$ cat src/core/ncp_pkg.sv
package ncp_pkg;

  // ******************************************************
  // register offsets
  // ******************************************************
  localparam logic [7:0] ADDR_COMMIT_PAGE = 8'h91;
  localparam logic [7:0] ADDR_POR_CTRL = 8'had;
  localparam logic [7:0] ADDR_CAP_HIGH = 8'hc7;
  localparam logic [7:0] ADDR_CAP_LOW = 8'hc8;

  // ******************************************************
  // fields and reset values
  // ******************************************************
  localparam int PAGE_W = 4;
  localparam logic [PAGE_W-1:0] COMMIT_PAGE_RST = 4'h0;
  localparam logic [PAGE_W-1:0] PAGE_MAX = 4'h5;
  localparam int PAGE_COUNT = 6;
  localparam int DEF_PAGE_W = 3;
  localparam int POR_SLOW1_BIT = 2;
  localparam int POR_SLOW2_BIT = 6;
  localparam logic POR_SLOW_RST = 1'b0;
  localparam int CAP_W = 10;
  localparam int CAP_HIGH_W = CAP_W - 8;
  localparam logic [7:0] REG_ZERO = 8'h00;

  // ******************************************************
  // nonvolatile map: common bytes first, then six pages
  // ******************************************************
  localparam int NVM_DEPTH = 345;
  localparam int NVM_AW = 9;
  localparam logic [NVM_AW-1:0] NVM_LOCKED_LAST = 9'h00a;
  localparam logic [NVM_AW-1:0] NVM_LAST = 9'h158;
  localparam logic [NVM_AW-1:0] NVM_COMMON_BYTES = 9'h027;
  localparam logic [NVM_AW-1:0] NVM_PAGE_BYTES = 9'h033;
  localparam logic [NVM_AW-1:0] NVM_POR_BYTE = 9'h025;
  localparam int NVM_SLOW1_POS = 1;
  localparam int NVM_SLOW2_POS = 5;
  localparam int IDX_W = 6;
  localparam logic [IDX_W-1:0] IDX_LAST = 6'h32;
  localparam logic [IDX_W-1:0] IDX_ZERO = 6'h00;

  // ******************************************************
  // timing
  // ******************************************************
  localparam int CLK_HZ = 100_000_000;
  localparam int POR_SLOW_MS = 60;
  localparam int POR_SLOW_CYCLES = POR_SLOW_MS * (CLK_HZ / 1000);
  localparam int DLY_W = 23;
  localparam logic [DLY_W-1:0] DLY_ZERO = 23'h000000;
  localparam logic [DLY_W-1:0] DLY_ONE = 23'h000001;

  // ******************************************************
  // sequencer states
  // ******************************************************
  typedef enum logic [2:0] {
    ST_LOAD = 3'b000,
    ST_FETCH = 3'b001,
    ST_DELAY = 3'b010,
    ST_RUN = 3'b011,
    ST_COMMIT = 3'b100,
    ST_MERGE = 3'b101,
    ST_SAVE = 3'b110
  } ncp_state_t;

endpackage : ncp_pkg

$ cat src/core/ncp_page_mem.sv
`timescale 1ns/1ns
// ******************************************************
// nonvolatile/sram array, registered read, no reset
// ******************************************************
module ncp_page_mem (
  input wire logic ref_clk,
  input wire logic we,
  input wire logic [ncp_pkg::NVM_AW-1:0] addr,
  input wire logic [7:0] wdata,
  output logic [7:0] rdata
);

  typedef struct packed {
    logic [ncp_pkg::NVM_DEPTH-1:0][7:0] mem;
    logic [7:0] rdata;
  } ncp_mem_state_t;

  ncp_mem_state_t s_q;
  ncp_mem_state_t s_d;

  always_comb begin
    s_d = s_q;
    s_d.rdata = s_q.mem[addr];
    if (we) begin
      s_d.mem[addr] = wdata;
    end
  end

  // contents survive rst, as stored bytes must
  always_ff @(posedge ref_clk) begin
    s_q <= s_d;
  end

  assign rdata = s_q.rdata;

endmodule : ncp_page_mem

$ cat src/core/ncp_ctrl.sv
`timescale 1ns/1ns
// Operation
// - A 4-bit commit page field picks the region a commit fills.
// - Six stored pages exist; two select pins pick the power-up page.
// - Slow power-on bits at bit 2 and bit 6; bit 2 resets to 0, stored.
// - A set slow power-on bit slows the internal power-on ramp only while both loop bandwidth bits are set.
// - Slow bits with loop bandwidth bits set add about 60 ms to power-on.
// - The 10-bit crystal load value reads back as bits 9..8 then 7..0.
// - The stored map holds common bytes first, then six page regions.
// - Stored bytes 0 to 10 refuse host writes; no commit or save step writes them.
module ncp_ctrl #(
  parameter int POR_SLOW_CYCLES = ncp_pkg::POR_SLOW_CYCLES
) (
  input wire logic ref_clk,
  input wire logic rst,
  input wire logic [7:0] reg_addr,
  input wire logic reg_wr,
  input wire logic [7:0] reg_wdata,
  input wire logic reg_rd,
  output logic [7:0] reg_rdata,
  input wire logic [1:0] page_sel_pins,
  input wire logic synth1_loop_bandwidth,
  input wire logic synth2_loop_bandwidth,
  input wire logic [ncp_pkg::CAP_W-1:0] crystal_load_cap_value,
  input wire logic register_commit_operation,
  output logic [ncp_pkg::IDX_W-1:0] cfg_rd_addr,
  input wire logic [7:0] cfg_rd_data,
  input wire logic nvm_wr,
  input wire logic nvm_rd,
  input wire logic [ncp_pkg::NVM_AW-1:0] nvm_addr,
  input wire logic [7:0] nvm_wdata,
  output logic [7:0] nvm_rdata,
  output logic nvm_wr_refused,
  output logic [ncp_pkg::DEF_PAGE_W-1:0] default_page,
  output logic commit_busy,
  output logic por_done,
  output logic por_slow_ramp,
  output logic synth1_slow_poweron,
  output logic synth2_slow_poweron
);

  localparam logic [ncp_pkg::DLY_W-1:0] DLY_LAST =
    ncp_pkg::DLY_W'(POR_SLOW_CYCLES - 1);

  typedef struct packed {
    ncp_pkg::ncp_state_t state;
    logic [ncp_pkg::PAGE_W-1:0] page;
    logic slow1;
    logic slow2;
    logic [ncp_pkg::IDX_W-1:0] idx;
    logic [ncp_pkg::DLY_W-1:0] dly;
    logic [7:0] rdata;
    logic refused;
    logic [ncp_pkg::DEF_PAGE_W-1:0] def_page;
  } ncp_ctrl_state_t;

  ncp_ctrl_state_t s_q;
  ncp_ctrl_state_t s_d;
  logic mem_we;
  logic [ncp_pkg::NVM_AW-1:0] mem_addr;
  logic [7:0] mem_wdata;
  logic [7:0] mem_rdata;
  logic [ncp_pkg::NVM_AW-1:0] page_base;
  logic slow_active;
  logic host_wr_ok;

  // ******************************************************
  // derived terms
  // ******************************************************
  assign page_base = ncp_pkg::NVM_COMMON_BYTES
    + ncp_pkg::NVM_AW'(s_q.page * ncp_pkg::NVM_PAGE_BYTES);
  assign slow_active = (s_q.slow1 | s_q.slow2)
    & synth1_loop_bandwidth & synth2_loop_bandwidth;
  assign host_wr_ok = (nvm_addr > ncp_pkg::NVM_LOCKED_LAST)
    && (nvm_addr <= ncp_pkg::NVM_LAST);

  // ******************************************************
  // next state
  // ******************************************************
  always_comb begin
    s_d = s_q;
    s_d.refused = 1'b0;
    mem_we = 1'b0;
    mem_addr = nvm_addr;
    mem_wdata = nvm_wdata;
    unique case (s_q.state)
      ncp_pkg::ST_LOAD: begin
        mem_addr = ncp_pkg::NVM_POR_BYTE;
        s_d.def_page = {1'b0, page_sel_pins};
        s_d.state = ncp_pkg::ST_FETCH;
      end
      ncp_pkg::ST_FETCH: begin
        s_d.slow1 = mem_rdata[ncp_pkg::NVM_SLOW1_POS];
        s_d.slow2 = mem_rdata[ncp_pkg::NVM_SLOW2_POS];
        s_d.dly = ncp_pkg::DLY_ZERO;
        s_d.state = ncp_pkg::ST_DELAY;
      end
      ncp_pkg::ST_DELAY: begin
        if (!slow_active || s_q.dly == DLY_LAST) begin
          s_d.state = ncp_pkg::ST_RUN;
        end else begin
          s_d.dly = s_q.dly + ncp_pkg::DLY_ONE;
        end
        s_d.refused = nvm_wr;
      end
      ncp_pkg::ST_RUN: begin
        if (register_commit_operation && s_q.page <= ncp_pkg::PAGE_MAX) begin
          s_d.idx = ncp_pkg::IDX_ZERO;
          s_d.state = ncp_pkg::ST_COMMIT;
          s_d.refused = nvm_wr;
        end else if (nvm_wr) begin
          mem_we = host_wr_ok;
          s_d.refused = !host_wr_ok;
        end
      end
      ncp_pkg::ST_COMMIT: begin
        mem_we = 1'b1;
        mem_addr = page_base + ncp_pkg::NVM_AW'(s_q.idx);
        mem_wdata = cfg_rd_data;
        s_d.refused = nvm_wr;
        if (s_q.idx == ncp_pkg::IDX_LAST) begin
          s_d.state = ncp_pkg::ST_MERGE;
        end else begin
          s_d.idx = s_q.idx + 6'h01;
        end
      end
      ncp_pkg::ST_MERGE: begin
        mem_addr = ncp_pkg::NVM_POR_BYTE;
        s_d.refused = nvm_wr;
        s_d.state = ncp_pkg::ST_SAVE;
      end
      ncp_pkg::ST_SAVE: begin
        // keep reserved bits of the stored byte, refresh slow bits
        mem_we = 1'b1;
        mem_addr = ncp_pkg::NVM_POR_BYTE;
        mem_wdata = mem_rdata;
        mem_wdata[ncp_pkg::NVM_SLOW1_POS] = s_q.slow1;
        mem_wdata[ncp_pkg::NVM_SLOW2_POS] = s_q.slow2;
        s_d.refused = nvm_wr;
        s_d.state = ncp_pkg::ST_RUN;
      end
      default: begin
        s_d.state = ncp_pkg::ST_LOAD;
      end
    endcase

    // ****************************************************
    // register port
    // ****************************************************
    if (reg_wr && reg_addr == ncp_pkg::ADDR_COMMIT_PAGE) begin
      s_d.page = reg_wdata[ncp_pkg::PAGE_W-1:0];
    end
    if (reg_wr && reg_addr == ncp_pkg::ADDR_POR_CTRL) begin
      s_d.slow1 = reg_wdata[ncp_pkg::POR_SLOW1_BIT];
      s_d.slow2 = reg_wdata[ncp_pkg::POR_SLOW2_BIT];
    end
    if (reg_rd) begin
      s_d.rdata = ncp_pkg::REG_ZERO;
      unique case (reg_addr)
        ncp_pkg::ADDR_COMMIT_PAGE: begin
          s_d.rdata[ncp_pkg::PAGE_W-1:0] = s_q.page;
        end
        ncp_pkg::ADDR_POR_CTRL: begin
          s_d.rdata[ncp_pkg::POR_SLOW1_BIT] = s_q.slow1;
          s_d.rdata[ncp_pkg::POR_SLOW2_BIT] = s_q.slow2;
        end
        ncp_pkg::ADDR_CAP_HIGH: begin
          s_d.rdata[ncp_pkg::CAP_HIGH_W-1:0] =
            crystal_load_cap_value[ncp_pkg::CAP_W-1:8];
        end
        ncp_pkg::ADDR_CAP_LOW: begin
          s_d.rdata = crystal_load_cap_value[7:0];
        end
        default: begin
          s_d.rdata = ncp_pkg::REG_ZERO;
        end
      endcase
    end
  end

  // ******************************************************
  // state register
  // ******************************************************
  always_ff @(posedge ref_clk or posedge rst) begin
    if (rst) begin
      s_q.state <= ncp_pkg::ST_LOAD;
      s_q.page <= ncp_pkg::COMMIT_PAGE_RST;
      s_q.slow1 <= ncp_pkg::POR_SLOW_RST;
      s_q.slow2 <= ncp_pkg::POR_SLOW_RST;
      s_q.idx <= ncp_pkg::IDX_ZERO;
      s_q.dly <= ncp_pkg::DLY_ZERO;
      s_q.rdata <= ncp_pkg::REG_ZERO;
      s_q.refused <= 1'b0;
      s_q.def_page <= '0;
    end else begin
      s_q <= s_d;
    end
  end

  ncp_page_mem u_mem (
    .ref_clk(ref_clk),
    .we(mem_we),
    .addr(mem_addr),
    .wdata(mem_wdata),
    .rdata(mem_rdata)
  );

  // ******************************************************
  // outputs
  // ******************************************************
  assign reg_rdata = s_q.rdata;
  assign nvm_rdata = mem_rdata;
  assign nvm_wr_refused = s_q.refused;
  assign default_page = s_q.def_page;
  assign cfg_rd_addr = s_q.idx;
  assign commit_busy = (s_q.state == ncp_pkg::ST_COMMIT)
    || (s_q.state == ncp_pkg::ST_MERGE) || (s_q.state == ncp_pkg::ST_SAVE);
  assign por_done = (s_q.state != ncp_pkg::ST_LOAD)
    && (s_q.state != ncp_pkg::ST_FETCH) && (s_q.state != ncp_pkg::ST_DELAY);
  assign por_slow_ramp = (s_q.state == ncp_pkg::ST_DELAY)
    && slow_active;
  assign synth1_slow_poweron = s_q.slow1;
  assign synth2_slow_poweron = s_q.slow2;

endmodule : ncp_ctrl

$ cat config.mk
export PLATFORM = sky130hd
export DESIGN_NAME = ncp_ctrl
export DESIGN_NICKNAME = d
export VERILOG_FILES = /design/src/core/ncp_pkg.sv /design/src/core/ncp_page_mem.sv /design/src/core/ncp_ctrl.sv
export SDC_FILE = /design/constraint.sdc
export NUM_CORES = 2
export LEC_CHECK = 0
export ABC_AREA = 1
export BUFFER_PORTS_ARGS = -buffer_cell sky130_fd_sc_hd__buf_2
export CORE_MARGIN = 2
export CORE_UTILIZATION = 35
export CTS_CLUSTER_DIAMETER = 150
export DETAILED_ROUTE_END_ITERATION = 8
export PLACE_DENSITY = 0.59
export SYNTH_ARGS = -nofsm -noshare
export SYNTH_HDL_FRONTEND = slang
export SYNTH_SLANG_ARGS = --single-unit
$ cat constraint.sdc
create_clock -name ref_clk -period 13.55 [get_ports ref_clk]
set_input_delay 4.065 -clock ref_clk [delete_from_list [all_inputs] [get_ports ref_clk]]
set_output_delay 4.065 -clock ref_clk [all_outputs]
set_load 0.05 [all_outputs]
Word-level counts from Yosys, hierarchy flattened
Cells that the tools add are included.

word-level totals
  register bits = 2,817
  output and inout port bits = 31

cells by class
  multiplexer cells = 30
  bitwise gates (word level) = 3
  reductions and logical operators = 24
  equality and inequality tests = 19
  multiply operators = 1
  order comparisons = 5
  add/subtract/negate cells = 4

operators with widths
  kind                                                               number
  bitwise mux 2760 bit                                               1
  binary-select mux 8 bit (select 9 bit)                             1
  demux 8 bit (select 9 bit)                                         1
  one-hot mux 23 bit (2 select lines)                                1
  equality test 8 bit, second input constant                         4
  adder 23 x 1 -> 23 bit, second input constant                      1
  equality test 23 bit, second input constant                        1
  2-to-1 mux 23 bit                                                  1
  one-hot mux 3 bit (7 select lines)                                 1
  one-hot mux 9 bit (2 select lines)                                 1
  2-to-1 mux 8 bit                                                   2
  one-hot mux 8 bit (2 select lines)                                 1
  2-to-1 mux 6 bit                                                   2
  one-hot mux 6 bit (2 select lines)                                 1
  < comparator 9 x 10 -> 1 bit, second input constant                1
  inequality test 2 bit, second input constant                       5
  adder 6 x 9 -> 9 bit, first input constant                         1
  adder 9 x 6 -> 9 bit                                               1
  equality test 3 bit, second input constant                         3
  greater-or-equal comparator 9 x 1 -> 1 bit, second input constant  1
  greater-than comparator 9 x 4 -> 1 bit, second input constant      1
  less-or-equal comparator 9 bit, second input constant              1
  multiplier 4 x 6 -> 9 bit, second input constant                   1
  2-to-1 mux 3 bit                                                   3
  other kinds (25)                                                   49

Depth between registers and ports, before layout
  depth after elaboration = 9
  depth in mapped cells = 26

Hierarchy
A second synthesis with hierarchy kept.

second synthesis, totals
  cells, all modules = 10,667
  area total of the unflattened synthesis = 116,337.8 um2

modules (own cells, without submodules)
  module        times used  sequential area each (um2)  cells an instance  area an instance (um2)
  ncp_page_mem  1           83,039.6                    10,007             112,011.2
  ncp_ctrl      1           1,226.2                     660                4,326.6

Worst setup path after synthesis
OpenSTA, ideal clock, no wires.

  path type = register to register
  start = register s_q[47] (netlist name)
  end = register u_mem.s_q[1001] (netlist name), data pin
  slack = 1.672 ns
  clock period less this slack = 11.878 ns
  cell stages (with the launch flop) = 6
  required time = 11.558 ns
  data arrival time = 9.887 ns
  setup time = 1.992 ns
  path through = dfrtp_1 -> inv_1 -> ha_1 -> buf_2 -> nand2_1 -> o211ai_1

on the way
  elaborated cells on any way between the ends = 13
  those cells by class = order compare (2); eq/ne (3); mux (5); reduce/logical (3)

RTL lines
  element                                 RTL line            source
  from (decl)                             ncp_ctrl.sv:57      ncp_ctrl_state_t s_q;
  equality test 3 bit                     ncp_ctrl.sv:86      unique case (s_q.state)
  one-hot mux 8 bit (2 select lines) (*)  ncp_ctrl.sv:86
  named net mem_wdata[1]                  ncp_ctrl.sv:61      logic [7:0] mem_wdata;
  bitwise mux 2760 bit (*)                ncp_page_mem.sv:25  s_d.mem[addr] = wdata;
  to (signal assigned)                    ncp_page_mem.sv:31  s_q <= s_d;
  to (decl)                               ncp_page_mem.sv:18  ncp_mem_state_t s_q;

Mark *: on every way through the listed nets, which the timed path passes. The rest lies on a longest branch.
A chain may end at the register's enable or synchronous reset.

Worst setup path after layout
  start = input synth2_loop_bandwidth
  end = output por_slow_ramp

on the way
  cells in the longest elaborated chain, start to end = 2

RTL lines
  element            RTL line         source
  from (decl)        ncp_ctrl.sv:23   input wire logic synth2_loop_bandwidth,
  AND 1 bit          ncp_ctrl.sv:73   & synth1_loop_bandwidth & synth2_loop_bandwidth;
  logical AND 1 bit  ncp_ctrl.sv:221  && slow_active;
  to (decl)          ncp_ctrl.sv:37   output logic por_slow_ramp,

Every way passes these cells.

==> flow_metrics.env <==
export IMPL_crit_required_ns=9.48
export IMPL_ys_seq_area_frac=0.695
export IMPL_fin_crit_ns=8.85
export IMPL_setup_tns_ns=0
export IMPL_synth_seq_cells=2817
export IMPL_fmax_ghz=0.113
export IMPL_synth_top_family_by_area="simple AND/OR/NAND/NOR gates"
export IMPL_cts_clk_slew_worst_paths_ns=0.06
export IMPL_fillers=33300
export IMPL_grt_usage=0.191
export IMPL_routabilityCongestion=0.814
export IMPL_cts_htree_levels=5
export IMPL_yosys_area_share_simple=0.239
export IMPL_post_route_cells_drive_above_1_share=0.0558
export IMPL_max_cap_viol_count=0
export IMPL_p_leak_nw=53.3
export IMPL_cts_hold_buffers=0
export IMPL_die_area_sq_um=351000
export IMPL_detail_route_wl_per_cell_um=20.9
export IMPL_synthFlopType="edfxtp_1"
export IMPL_switchingPower_mw=14.6
export IMPL_post_cts_resized=0
export IMPL_skew_ns=0.0703
export IMPL_num_rows=216
export IMPL_synth_nets=11900
export IMPL_endpoint="por_slow_ramp"
export IMPL_ys_types=50
export IMPL_status="finished, final reports clean"
export IMPL_io_buffers=87
export IMPL_final_common_cell="nand2_1"
export IMPL_initial_core_util=0.351
export IMPL_synthXorXnorAreaFrac=0.000506
export IMPL_r2r_start="cfg_rd_addr[1]"
export IMPL_cts_buffer_depth=4
export IMPL_chipWidth_um=593
export IMPL_post_cts_buffers=0
export IMPL_finalHoldViolCount=0
export IMPL_antenna_found_initial=15
export IMPL_synthMuxAreaShare=0
export IMPL_slew_violations=0
export IMPL_num_vias=81300
export IMPL_synth_cells=11800
export IMPL_crit_type="in -> out"
export IMPL_core_area_sq_um=345000
export IMPL_rsz0062_at_grt="false"
export IMPL_drtIter0Drc=8221
export IMPL_syn_avg_cell_area_sq_um=10.3
export IMPL_drc=0
export IMPL_crit_fanout=2
export IMPL_arrival_ns=4.79
export IMPL_power_frac_clock=0.237
export IMPL_stdcell_area_sq_um=135000
export IMPL_clock_latency_ns=0.88
export IMPL_endpoint_kind="output pin"
export IMPL_reg2reg_to="u_mem.s_q[329]"
export IMPL_num_nets_final=11700
export IMPL_synth_compound_area_frac=0.0215
export IMPL_ys_async_sr_fraction=0.0174
export IMPL_syn_to_final_growth_pct=11.1
export IMPL_cp_start_kind="input pin"
export IMPL_viasPerCell=4.95
export IMPL_ant_nets=0
export IMPL_boundaryPins=93
export IMPL_power_internal_mw=18.5
export IMPL_routed_wl_um=343000
export IMPL_startpoint="synth2_loop_bandwidth"
export IMPL_synth_edf_count=2760
export IMPL_period_share=0.653
export IMPL_rr_worst_depth=13
export IMPL_hp_class="reg -> reg"
export IMPL_finalSetupViolCount=0
export IMPL_grt_pass1_wl_um=504000
export IMPL_clockRootBuffer="clkbuf_16"
export IMPL_switching_share=0.441
export IMPL_synthAdderAreaFrac=0.00411
export IMPL_cts_made_buffers=300
export IMPL_powerDensity_nw_per_um2=245
export IMPL_grt_max_degree=206
export IMPL_drt_first_pass_iters=6
export IMPL_worstMarginPinSlew_ns=1.20
export IMPL_peakVddDrop_mv=0.284
export IMPL_yosysWarnings=0
export IMPL_r2r_setup_slack_ns=6.84
export IMPL_cts_tree="yes"
export IMPL_final_cell_mix="5724 x nand2_1, 2760 x edfxtp_1, 800 x nor2_1"
export IMPL_min_from="reg_rdata[1]"
export IMPL_maxSlewHeadroom=0.199
export IMPL_combPwrFrac=0.432
export IMPL_dp_hpwl_um=184000
export IMPL_netlist_area_sq_um=121000
export IMPL_grt_pass1_vias=76600
export IMPL_die_h_um=593
export IMPL_seqPwrFrac=0.331
export IMPL_dpl_cell_area_sq_um=126000
export IMPL_cts_sinks=2817
export IMPL_grt_overflow=0
## power groups by stage
| stage | Sequential [mW] | Combinational [mW] | Clock (mW) |
|---|---|---|---|
| 3_3_place_gp | 11.1 | 14.1 | 0 |
| 3_5_place_dp | 11.1 | 14.2 | 0 |
| 6_report | 10.9 | 14.3 | 7.84 |
| 4_1_cts | 10.9 | 14.2 | 7.94 |
| 2_1_floorplan | 11.8 | 8.88 | 0 |
| 5_1_grt | 10.9 | 15.6 | 8.28 |
## cell type report
| class | count | area [sq um] | share of cell area |
|---|---|---|---|
| Timing Repair Buffer | 207 | 1550 | 0.0115 |
| Antenna cell | 9 | 22.5 | 0.000167 |
| Clock buffer | 377 | 8050 | 0.0598 |
| Sequential cell | 2817 | 84300 | 0.626 |
| Multi-Input combinational cell | 7880 | 32400 | 0.241 |
| Clock inverter | 138 | 1070 | 0.00795 |
| Tap cell | 4578 | 5730 | 0.0425 |
| Inverter | 417 | 1590 | 0.0118 |
## worst min-delay path by stage
| stage | endpoint | slack, ns | depth (start not counted) |
|---|---|---|---|
| 2_1_floorplan | default_page[0] | 0.45 | 2 |
| 4_1_cts | reg_rdata[0] | 0.48 | 2 |
| 5_1_grt | default_page[1] | 0.51 | 2 |
| 3_3_place_gp | default_page[1] | 0.46 | 2 |
| 6_report | reg_rdata[1] | 0.48 | 2 |
| 3_5_place_dp | reg_rdata[0] | 0.47 | 2 |
## metrics by stage
stage / setup WS, ns / util / power [mW] / hold slack (ns) / instances
finish: 4.70 / 0.390 / 33.0 / 0.479 / 16400
global route: 4.63 / 0.390 / 34.9 / 0.511 / 16400
CTS: 4.71 / 0.390 / 33.1 / 0.484 / 16400
detailed placement: 4.24 / 0.363 / 25.3 / 0.469 / 15900
global placement: 4.25 / 0.363 / 25.2 / 0.459 / 15900
floorplan: 1.67 / - / 20.7 / 0.450 / 11800
## cell families after synthesis
family,count (synthesis)
AND/OR/NAND/NOR,7369
flip-flops,2817
buffers and inverters,1104
AO/OA/AOI/OAI,468
adder cells (fa/ha/maj),35
XOR/XNOR,7
other,1
## registers in the layout (all words and copies together) (netlist names)
register,flops
u_mem.s_q,2760
synth1_slow_poweron,1
cfg_rd_addr,6
reg_rdata,8
u_mem.rdata,8
synth2_slow_poweron,1
s_q,30
nvm_wr_refused,1
default_page,2
## cells in the mapped netlist, drive strengths merged (41+ instances only)
| cell type | instances | share of area |
|---|---|---|
| o21ai | 302 | 0.012 |
| buf | 454 | 0.020 |
| clkbuf | 233 | 0.0072 |
| inv | 412 | 0.013 |
| nand2 | 5747 | 0.18 |
| nor2 | 809 | 0.025 |
| a22oi | 49 | 0.0030 |
| edfxtp | 2760 | 0.68 |
| a21oi | 41 | 0.0017 |
| nand3b | 62 | 0.0038 |
| o22ai | 44 | 0.0023 |
| nand3 | 689 | 0.028 |
| dfrtp | 49 | 0.010 |
## routing by layer
| layer | global-route usage | part of all wire |
|---|---|---|
| met2 | 0.311 | 0.47 |
| met3 | 0.0263 | 0.072 |
| met1 | 0.263 | 0.43 |
| met4 | 0.0656 | 0.034 |
| met5 | 0 | 0.000029 |
## critical path: stages
cell and delay (ns):
buf_2 0.08, nand3_1 0.08, a21oi_1 0.26, buf_2 0.31
Note: power is estimated with default switching activity, not from simulation.
